==> src/common/adcid_pkg.sv <==
// Register map and field layout of the converter id/status bank
package adcid_pkg;
    localparam int ADCID_DATA_W = 32;
    localparam int ADCID_ADDR_W = 12;
    localparam int ADCID_REG_W = 16;
    localparam int ADCID_CH_N = 6;
    localparam int ADCID_IRQ_W = 4;
    // Register indices; byte address is four times the index
    localparam logic [9:0] ADCID_IDX_IDENTITY = 10'h000;
    localparam logic [9:0] ADCID_IDX_STATUS = 10'h001;
    localparam logic [9:0] ADCID_IDX_MODE = 10'h002;
    localparam logic [9:0] ADCID_IDX_IRQ_STAT = 10'h010;
    localparam logic [9:0] ADCID_IDX_IRQ_MASK = 10'h011;
    localparam logic [11:0] ADCID_ADDR_IDENTITY = {ADCID_IDX_IDENTITY, 2'h0};
    localparam logic [11:0] ADCID_ADDR_STATUS = {ADCID_IDX_STATUS, 2'h0};
    localparam logic [11:0] ADCID_ADDR_MODE = {ADCID_IDX_MODE, 2'h0};
    localparam logic [11:0] ADCID_ADDR_IRQ_STAT = {ADCID_IDX_IRQ_STAT, 2'h0};
    localparam logic [11:0] ADCID_ADDR_IRQ_MASK = {ADCID_IDX_IRQ_MASK, 2'h0};
    // Identity word fields
    localparam logic [3:0] ADCID_CHANNEL_COUNT = 4'h6;
    // Status word bit positions
    localparam int ADCID_ST_LOCK = 15;
    localparam int ADCID_ST_RESYNC = 14;
    localparam int ADCID_ST_REGMAP = 13;
    localparam int ADCID_ST_CRC_ERR = 12;
    localparam int ADCID_ST_CRC_TYPE = 11;
    localparam int ADCID_ST_RESET = 10;
    localparam int ADCID_ST_WLEN_LO = 8;
    localparam int ADCID_ST_RSV_LO = 6;
    localparam logic [15:0] ADCID_STATUS_RESET = 16'h0500;
    // Mode word bit positions and reset value
    localparam int ADCID_MD_REG_CRC_EN = 13;
    localparam int ADCID_MD_RX_CRC_EN = 12;
    localparam int ADCID_MD_CRC_TYPE = 11;
    localparam int ADCID_MD_RESET = 10;
    localparam int ADCID_MD_WLEN_LO = 8;
    localparam logic [15:0] ADCID_MODE_RESET = 16'h0510;
    localparam logic [15:0] ADCID_MODE_WMASK = 16'h3fff;
    // Interrupt status/mask bits
    localparam int ADCID_IRQ_RESYNC = 0;
    localparam int ADCID_IRQ_REGMAP = 1;
    localparam int ADCID_IRQ_CRC_ERR = 2;
    localparam int ADCID_IRQ_NEW_DATA = 3;
    localparam logic [1:0] ADCID_HTRANS_NONSEQ = 2'h2;
endpackage

==> src/rtl/adcid_regs.sv <==
// Identification, status and mode registers of the converter, AHB-Lite
// What this block does
// - identity word top nibble fixed, low byte a revision code
// - identity channel-count field always reads six, read-only
// - status word at index 01h, read-only, resets to 0500h
// - status bit 15 shows interface lock, unlocked after reset
// - status bit 14 sets on every converter resynchronisation
// - status bit 13 shows a change of the register-map checksum
// - status bit 12 shows an input checksum error
// - status bit 11 shows checksum type, 0 CCITT, 1 ANSI
// - status bit 10 reads 1 after a reset
// - status bits 9:8 show data word length, default 24 bits
// - status bits 5:0 show new data per channel, reset 0
// - status bits 7:6 always read zero
// - mode word at index 02h, resets to 0510h
// - writing 0 to mode reset bit clears the status reset flag
// - input checksum error only flagged while input checksum enabled
`timescale 1ns/10ps
module adcid_regs
    import adcid_pkg::*;
#(
    parameter logic [3:0] ID_NIBBLE = 4'h5, // arbitrary value
    parameter logic [7:0] ID_REVISION = 8'h01 // arbitrary value
) (
    input wire logic hclk,
    input wire logic hresetn,
    input wire logic hsel,
    input wire logic [ADCID_ADDR_W-1:0] haddr,
    input wire logic [1:0] htrans,
    input wire logic hwrite,
    input wire logic [2:0] hsize,
    input wire logic [ADCID_DATA_W-1:0] hwdata,
    input wire logic hready,
    output logic hreadyout,
    output logic hresp,
    output logic [ADCID_DATA_W-1:0] hrdata,
    input wire logic link_locked,
    input wire logic resync_pulse,
    input wire logic regmap_crc_change_pulse,
    input wire logic rx_crc_err_pulse,
    input wire logic [ADCID_CH_N-1:0] new_data_pulse,
    input wire logic [ADCID_CH_N-1:0] data_taken_pulse,
    output logic [ADCID_REG_W-1:0] mode_word,
    output logic [ADCID_REG_W-1:0] status_word,
    output logic irq
);
    typedef struct packed {
        logic wr_pend;
        logic [ADCID_ADDR_W-1:0] wr_addr;
        logic [ADCID_DATA_W-1:0] rd_data;
        logic [ADCID_REG_W-1:0] mode;
        logic [ADCID_IRQ_W-1:0] irq_mask;
    } adcid_regs_type;

    adcid_regs_type st;
    adcid_regs_type next_st;
    logic lock_sync;
    logic addr_phase;
    logic rd_status;
    logic wr_irq_stat;
    logic [2:0] ev_set;
    logic [2:0] ev_clr;
    logic [2:0] ev_flag;
    logic [ADCID_CH_N-1:0] nd_flag;
    logic [ADCID_IRQ_W-1:0] irq_set;
    logic [ADCID_IRQ_W-1:0] irq_clr;
    logic [ADCID_IRQ_W-1:0] irq_stat;
    logic [ADCID_REG_W-1:0] id_word;

    // Lock level comes from the serial clock domain
    adcid_sync #(
        .WIDTH(1)
    ) u_lock_sync (
        .hclk(hclk),
        .hresetn(hresetn),
        .async_in(link_locked),
        .sync_out(lock_sync)
    );

    assign addr_phase = hsel & htrans[1] & hready;
    assign rd_status = addr_phase & ~hwrite & (haddr == ADCID_ADDR_STATUS);
    assign wr_irq_stat = st.wr_pend & (st.wr_addr == ADCID_ADDR_IRQ_STAT);

    assign ev_set[0] = resync_pulse;
    // checksum change, gated by map checksum enable
    assign ev_set[1] = regmap_crc_change_pulse
        & st.mode[ADCID_MD_REG_CRC_EN];
    assign ev_set[2] = rx_crc_err_pulse & st.mode[ADCID_MD_RX_CRC_EN];
    // Event flags clear on a status read; a new event still wins
    assign ev_clr = {3{rd_status}};

    adcid_flag #(
        .WIDTH(3)
    ) u_ev_flags (
        .hclk(hclk),
        .hresetn(hresetn),
        .set(ev_set),
        .clr(ev_clr),
        .flag(ev_flag)
    );

    adcid_flag #(
        .WIDTH(ADCID_CH_N)
    ) u_nd_flags (
        .hclk(hclk),
        .hresetn(hresetn),
        .set(new_data_pulse),
        .clr(data_taken_pulse),
        .flag(nd_flag)
    );

    assign irq_set[ADCID_IRQ_RESYNC] = ev_set[0];
    assign irq_set[ADCID_IRQ_REGMAP] = ev_set[1];
    assign irq_set[ADCID_IRQ_CRC_ERR] = ev_set[2];
    assign irq_set[ADCID_IRQ_NEW_DATA] = |new_data_pulse;
    assign irq_clr = wr_irq_stat ? hwdata[ADCID_IRQ_W-1:0] : '0;

    adcid_flag #(
        .WIDTH(ADCID_IRQ_W)
    ) u_irq_flags (
        .hclk(hclk),
        .hresetn(hresetn),
        .set(irq_set),
        .clr(irq_clr),
        .flag(irq_stat)
    );

    assign id_word = {ID_NIBBLE, ADCID_CHANNEL_COUNT, ID_REVISION};

    always_comb
    begin
        status_word = '0;
        status_word[ADCID_ST_LOCK] = lock_sync;
        status_word[ADCID_ST_RESYNC] = ev_flag[0];
        status_word[ADCID_ST_REGMAP] = ev_flag[1];
        status_word[ADCID_ST_CRC_ERR] = ev_flag[2];
        status_word[ADCID_ST_CRC_TYPE] = st.mode[ADCID_MD_CRC_TYPE];
        status_word[ADCID_ST_RESET] = st.mode[ADCID_MD_RESET];
        status_word[ADCID_ST_WLEN_LO +: 2] = st.mode[ADCID_MD_WLEN_LO +: 2];
        status_word[ADCID_ST_RSV_LO +: 2] = 2'h0;
        status_word[ADCID_CH_N-1:0] = nd_flag;
    end

    always_comb
    begin
        next_st = st;
        next_st.wr_pend = addr_phase & hwrite;
        if (addr_phase)
        begin
            next_st.wr_addr = haddr;
        end
        // Read data is latched in the address phase, so no wait states
        if (addr_phase & ~hwrite)
        begin
            case (haddr)
                ADCID_ADDR_IDENTITY:
                    next_st.rd_data = {16'h0000, id_word};
                ADCID_ADDR_STATUS:
                    next_st.rd_data = {16'h0000, status_word};
                ADCID_ADDR_MODE:
                    next_st.rd_data = {16'h0000, st.mode};
                ADCID_ADDR_IRQ_STAT:
                    next_st.rd_data = {28'h0000000, irq_stat};
                ADCID_ADDR_IRQ_MASK:
                    next_st.rd_data = {28'h0000000, st.irq_mask};
                default:
                    next_st.rd_data = '0;
            endcase
        end
        if (st.wr_pend)
        begin
            case (st.wr_addr)
                ADCID_ADDR_MODE:
                begin
                    next_st.mode = hwdata[ADCID_REG_W-1:0] & ADCID_MODE_WMASK;
                    // reset bit only clears, never sets
                    next_st.mode[ADCID_MD_RESET] = st.mode[ADCID_MD_RESET]
                        & hwdata[ADCID_MD_RESET];
                end
                ADCID_ADDR_IRQ_MASK:
                    next_st.irq_mask = hwdata[ADCID_IRQ_W-1:0];
                default:
                    next_st.irq_mask = st.irq_mask;
            endcase
        end
    end

    always_ff @(posedge hclk or negedge hresetn)
    begin
        if (!hresetn)
            st <= '{default: '0, mode: ADCID_MODE_RESET};
        else
            st <= next_st;
    end

    assign hreadyout = 1'b1;
    assign hresp = 1'b0;
    assign hrdata = st.rd_data;
    assign mode_word = st.mode;
    assign irq = |(irq_stat & st.irq_mask);
endmodule

==> src/rtl/adcid_sync.sv <==
// Two-stage synchroniser for levels from another clock domain
`timescale 1ns/10ps
module adcid_sync #(
    parameter int WIDTH = 1
) (
    input wire logic hclk,
    input wire logic hresetn,
    input wire logic [WIDTH-1:0] async_in,
    output logic [WIDTH-1:0] sync_out
);
    typedef struct packed {
        logic [WIDTH-1:0] meta;
        logic [WIDTH-1:0] stable;
    } adcid_sync_type;

    adcid_sync_type st;
    adcid_sync_type next_st;

    // First stage feeds only the second stage
    always_comb
    begin
        next_st.meta = async_in;
        next_st.stable = st.meta;
    end

    always_ff @(posedge hclk or negedge hresetn)
    begin
        if (!hresetn)
            st <= '0;
        else
            st <= next_st;
    end

    assign sync_out = st.stable;
endmodule

==> src/rtl/adcid_flag.sv <==
// Bank of sticky flags where a set beats a same-cycle clear
`timescale 1ns/10ps
module adcid_flag #(
    parameter int WIDTH = 1
) (
    input wire logic hclk,
    input wire logic hresetn,
    input wire logic [WIDTH-1:0] set,
    input wire logic [WIDTH-1:0] clr,
    output logic [WIDTH-1:0] flag
);
    typedef struct packed {
        logic [WIDTH-1:0] bits;
    } adcid_flag_type;

    adcid_flag_type st;
    adcid_flag_type next_st;

    // Set wins so an event in the clearing cycle is kept
    always_comb
    begin
        next_st.bits = (st.bits & ~clr) | set;
    end

    always_ff @(posedge hclk or negedge hresetn)
    begin
        if (!hresetn)
            st <= '0;
        else
            st <= next_st;
    end

    assign flag = st.bits;
endmodule

==> config.mk <==
export PLATFORM = sky130hd
export DESIGN_NAME = adcid_regs
export DESIGN_NICKNAME = d
export VERILOG_FILES = /design/src/common/adcid_pkg.sv /design/src/rtl/adcid_regs.sv /design/src/rtl/adcid_sync.sv /design/src/rtl/adcid_flag.sv
export SDC_FILE = /design/constraint.sdc
export NUM_CORES = 1
export LEC_CHECK = 0
export BUFFER_PORTS_ARGS = -buffer_cell sky130_fd_sc_hd__buf_2
export CAP_MARGIN = 5
export CORE_ASPECT_RATIO = 1.1
export CORE_UTILIZATION = 45
export DETAILED_ROUTE_END_ITERATION = 6
export PLACE_DENSITY = 0.83
export SKIP_LAST_GASP = 1
export SYNTH_ARGS = -nofsm -noshare
export SYNTH_HDL_FRONTEND = slang
export SYNTH_SLANG_ARGS = --single-unit
export TNS_END_PERCENT = 1
==> constraint.sdc <==
create_clock -name hclk -period 1.98 [get_ports hclk]
set_input_delay 0.396 -clock hclk [delete_from_list [all_inputs] [get_ports hclk]]
set_output_delay 0.396 -clock hclk [all_outputs]
set_load 0.01 [all_outputs]
# After elaboration in Yosys (flattened, before gate mapping)
# Index checks and enable logic that the tools add are counted.
# word_totals
register_bits,78
latch_bits,0
ram_bits,0
mem_bits_ro,0
inputBits,70
out_inout_bits,67
memories,0
# op_classes
n_addsub,0
mul,0
div_mod_pow,0
n_lt_le_gt_ge,0
eq_ne,7
shift,0
mux,2
bitwise_logic,20
reduce_logical,5
# ops
operator,count
$pmux W16 S5,1
$eq A12 B7 Y1 const B,4
$eq A12 B4 Y1 const B,2
$eq A12 B3 Y1 const B,1
$logic_not A12 Y1,1
$and A1 B1 Y1,9
$and A4 B4 Y4,2
$and A6 B6 Y6,1
$not A6 Y6,1
$or A6 B6 Y6,1
$reduce_or A6 Y1,1
$mux W4,1
$not A4 Y4,1
$or A4 B4 Y4,1
$reduce_and A2 Y1,2
$reduce_or A4 Y1,1
$and A3 B3 Y3,1
$not A3 Y3,1
$or A3 B3 Y3,1
$not A1 Y1,1

# Logic depth before layout (Yosys ltp)
# logic_depth
word_depth,7
depth_mapped,5

# By module
# A second synthesis with hierarchy kept.
# hier_totals
hier_cells,294
area_unflattened_um2,3119.2
# modules_own_cells
module,n_inst,cells_each,area_each_um2,seq_area_each_um2
adcid_regs,1,253,2597.5,1179.9
adcid_flag at u_nd_flags,1,18,217.7,150.1
adcid_flag at u_irq_flags,1,12,145.1,100.1
adcid_flag at u_ev_flags,1,9,108.9,75.1
adcid_sync,1,2,50.0,50.0

# Worst setup path before layout
# OpenSTA, ideal clock, no wires.
# synth_path
path_type,flip-flop to flip-flop
start,reg st[53] (netlist bit)
end,reg st (netlist bit mode_word[0])
arrival_ns,1.435
required_ns,1.855
slack_ns,0.420
path_stages_with_launch,6
path_buffers,1
period_less_slack_ns,1.560
path_cell_list,dfrtp_1 -> nor4_1 -> and4b_2 -> nand3_4 -> buf_6 -> mux2_4
# synth_between
elab_chain_cells,2
# synth_rtl
item,line_no,source
start: declaration,adcid_regs.sv:55,adcid_regs_type st;
start signal: assignment,adcid_regs.sv:193,st <= next_st;
$eq A12 B4 Y1,adcid_regs.sv:172,case (st.wr_addr)
$reduce_and A2 Y1 (no line),-,
# No other way between the ends.
# A chain may end at the register's enable or synchronous reset.

# Worst setup path in the final report
# layout_path
start,reg st[53] (netlist bit)
end,reg st (netlist bit mode_word[11])
# The elaborated chain is that of the path after synthesis.

==> metrics.md <==
| Metric | Value |
|---|---|
| Number of warnings issued by yosys | `0` |
| Total vias in the final route | `2162` |
| Area share of and/or/nand/nor cells after synthesis | `9.40%` |
| Worst clock skew | `between 0.01 and 0.015 ns` |
| Crit-path max cell delay | `about 0.4 ns` |
| Buffers from clock root to sink, at most | `2` |
| Post-route ant nets | `0` |
| H-tree depth reported by CTS | `3` |
| Critical R2R Launch | `st[53]` |
| Largest net degree at the start of global routing | `63` |
| Critical path startpoint | `st[53]` |
| Kind of launch point of the worst setup path | `register` |
| Core Box Area | `between 6000 and 7000 um^2` |
| Die outline width | `approximately 81 um` |
| Crit path setup slack, layout | `roughly 0.13 ns` |
| Number of top-level design ports | `between 100 and 150` |
| Antenna violations before repair | `0` |
| Worst flop-to-flop path endpoint | `mode_word[11]` |
| Power density over the cells | `770 nW/um^2` |
| Clock latency on the worst-skew pair | `0.33 ns` |
| Global-route usage over all layers | `19.7%` |
| Effective utilization at floorplan | `a little under half` |
| # diodes | `0` |
| Via count of the first global-routing pass | `2081` |
| Combinational family with the most area after synthesis | `buffers and inverters` |
| Number of enable-type register cells in the synthesized netlist | `0` |
| Post-cts repair resize count | `0` |
| Post-Synthesis Cell Area | `between 3000 and 4000 um^2` |
| Clock tree from TritonCTS | `yes` |
| Fraction of layout cells with a size suffix above 1 | `approximately 42%` |
| Avg Synthesized Cell Area | `about 11 um^2` |
| Adder-cell share of the synthesized area | `0%` |
| Max-capacitance violation count | `0` |
| TritonRoute pass-1 iters | `4` |
| Data arrival time of the critical path | `~2.1 ns` |
| Critical Path Slowest Stage Cell | `sky130_fd_sc_hd__mux2_4` |
| Highest attainable clock frequency | `~540 MHz` |
| Predominant post-synthesis flop cell | `sky130_fd_sc_hd__dfrtp_1` |
| Yosys top cell by area | `sky130_fd_sc_hd__dfrtp_1` |
| Peak ir drop on the vdd network | `between 0.4 and 0.5 mV` |
| Fraction of the mapped netlist area in compound gates | `11.6%` |
| Clock transition at the registers of the reported paths | `about 0.07 ns` |
| Xor and xnor fraction of the mapped netlist area | `0%` |
| GRT Residual Overflow | `0` |
| Row count | `31` |
| Root buffer cell | `sky130_fd_sc_hd__clkbuf_8` |
| Detailed-route wire length per cell | `around 15 um` |
| Final Setup Violations | `0` |
| Min Clock Period, post-route | `1.85 ns` |
| Avg Vias per Cell | `roughly 5` |
| Library cells used by synthesis | `38` |
| Area contributors post-synth | `sky130_fd_sc_hd__dfrtp_1 47%, sky130_fd_sc_hd__buf_4 14%, sky130_fd_sc_hd__mux2_2 7.2%` |
| Peak fanout along the critical path | `14` |
| Final hold viol count | `0` |
| Fraction of post-synthesis cell area in the top cell type by area | `47.2%` |
| Wire length of the first global-routing pass | `slightly above 10000 um` |
| Worst min-delay path category | `in -> async` |
| Hold buffers post-CTS | `0` |
| Final WL | `around 6600 um` |
| Max Slew Vio Count | `0` |
| Placer Congestion | `0.868` |
| Proportion of register bits with asynchronous set or reset after synthesis | `100%` |
| Number of buffers added by the clock tree synthesis step | `9` |
| Total negative slack | `0 ns` |
| Instance count of the mapped netlist | `~280` |
| Crit path kind | `reg -> reg` |
| Fraction of synthesized area in multiplexers | `12.5%` |
| Number of nets in the layout | `416` |
| Sink count of the clock tree | `62` |
| Worst relative slew slack | `58.2%` |
| RSZ-0062 raised after global routing | `no` |
| Place WS | `0.0339 ns` |
| Relative area change from synthesis to final layout | `12.6%` |
| # Post-CTS Setup Buffers | `0` |
| Die span in y | `roughly 90 um` |
| Die area | `7290 um^2` |
| Result of the run | `complete, no violations` |
| Type of element capturing the critical path | `register` |
| Worst Tran Pin Value | `roughly 0.62 ns` |
| Required time at the worst-slack endpoint | `roughly 2.2 ns` |
| R2r setup slk | `between 0.1 and 0.15 ns` |
| Chain of cells forming the critical path | `nor4_1 -> and4b_2 -> nand3_4 -> mux2_4` |
| IO Port Bufs | `92` |
| Sequential cell area fraction in the yosys report | `around half` |
| Static Leakage | `1.76 nW` |
| Final routed DRC violation total | `0` |
| Number of cell instances on the worst register-to-register path | `4` |
| Post-Route Hold Slack | `around 0.055 ns` |
| DR iter-0 viols | `113` |
| Flop and latch count out of synthesis | `62` |
| DP HPWL | `4800 um` |
| Tcrit/Tclk final | `between 90 and 100%` |
## layer usage
layer  vias to the layer above  global-route usage (%)  share of wire (%)
met4                         0                    8.12                1.5
met1                      1042                    24.5                 43
met2                        83                    31.7                 49
met3                         8                    6.12                6.0
met5                         -                       0                  0
li1                       1029                       -                  -
## area by class of cell
cell class,instances,area (um^2)
sequential,62,1560
timing repair buffer,96,503
clock buffer,13,159
inverter,14,52.6
tap,82,103
multi-input combinational,163,1130
clock inverter,3,20.0
fill,591,3110
## synth_stat cells (2+ instances only)
cell,n
sky130_fd_sc_hd__mux2_4,9
sky130_fd_sc_hd__o21ai_0,9
sky130_fd_sc_hd__dfrtp_1,59
sky130_fd_sc_hd__inv_1,14
sky130_fd_sc_hd__buf_4,57
sky130_fd_sc_hd__o22a_1,3
sky130_fd_sc_hd__dfstp_2,3
sky130_fd_sc_hd__a22oi_1,8
sky130_fd_sc_hd__mux2i_1,3
sky130_fd_sc_hd__nand3_1,2
sky130_fd_sc_hd__conb_1,2
sky130_fd_sc_hd__a22o_1,2
sky130_fd_sc_hd__nand4b_1,2
sky130_fd_sc_hd__o21ai_1,10
sky130_fd_sc_hd__a21oi_1,9
sky130_fd_sc_hd__nor2_1,6
sky130_fd_sc_hd__nor2b_1,4
sky130_fd_sc_hd__nand2_1,25
sky130_fd_sc_hd__nand4_1,2
sky130_fd_sc_hd__a21o_1,8
sky130_fd_sc_hd__buf_2,2
sky130_fd_sc_hd__clkbuf_1,4
sky130_fd_sc_hd__a31oi_1,3
sky130_fd_sc_hd__nor4_1,4
sky130_fd_sc_hd__mux2_2,20
## per-stage QoR
step	power (W)	instance area, um^2	cells	utilization [%]
2_1_floorplan	0.00164	3200	303	-
3_3_place_gp	0.00173	3340	417	50.4
5_1_grt	0.00285	3520	433	53.1
3_5_place_dp	0.00174	3340	417	50.4
4_1_cts	0.00275	3520	433	53.1
6_report	0.00271	3520	433	53.1
## layout by cell type, fill, tap and decap left out, drive strengths merged, types with 4 or more instances in the layout
cell type and instances:
buf 96, dfrtp 59, mux2 29, nand2 25, conb 22, o21ai 19
inv 14, clkbuf 13, a21oi 9, a21o 8, a22oi 8, nor2 6
nor4 5, nor2b 4
## critical path: cells and delay by family, from the launching register on
kind,cells,cell delay [ns]
and+or+nand+nor,3,0.95
muxes,1,0.39
DFF,1,0.38
## cell families (layout without fill, tap and decap cells)
| family | count (synthesis) | count (layout) |
|---|---|---|
| flip-flops | 62 | 62 |
| AND/OR/NAND/NOR | 53 | 53 |
| multiplexers | 32 | 32 |
| AO/OA/AOI/OAI | 56 | 56 |
| buffers and inverters | 78 | 126 |
| other | 2 | 22 |
## sequential cells by signal, indices dropped and copies added (netlist names)
register / count
hrdata: 16
mode_word: 14
st: 17
u_ev_flags.flag: 3
u_irq_flags.flag: 4
u_lock_sync.next_st: 1
u_lock_sync.sync_out: 1
u_nd_flags.flag: 6
## worst max path at each step
stage / end / slack (ns) / cells past startpoint
after global placement: hrdata[4] / 0.1 / 5
after CTS: mode_word[13] / 0.11 / 4
after detailed placement: hrdata[10] / 0.03 / 5
after floorplan: mode_word[0] / 0.42 / 5
after global routing: mode_word[11] / 0.03 / 4
final: mode_word[11] / 0.13 / 4
## report_power, final
| group | internal (W) | leakage, nW | switching [W] | total (W) |
|---|---|---|---|---|
| Sequential | 0.00135 | 0.735 | 0.0000585 | 0.00140 |
| Combinational | 0.000150 | 0.936 | 0.000163 | 0.000313 |
| Clock | 0.000521 | 0.0857 | 0.000473 | 0.000994 |
Note: power is estimated with default switching activity, not from simulation.
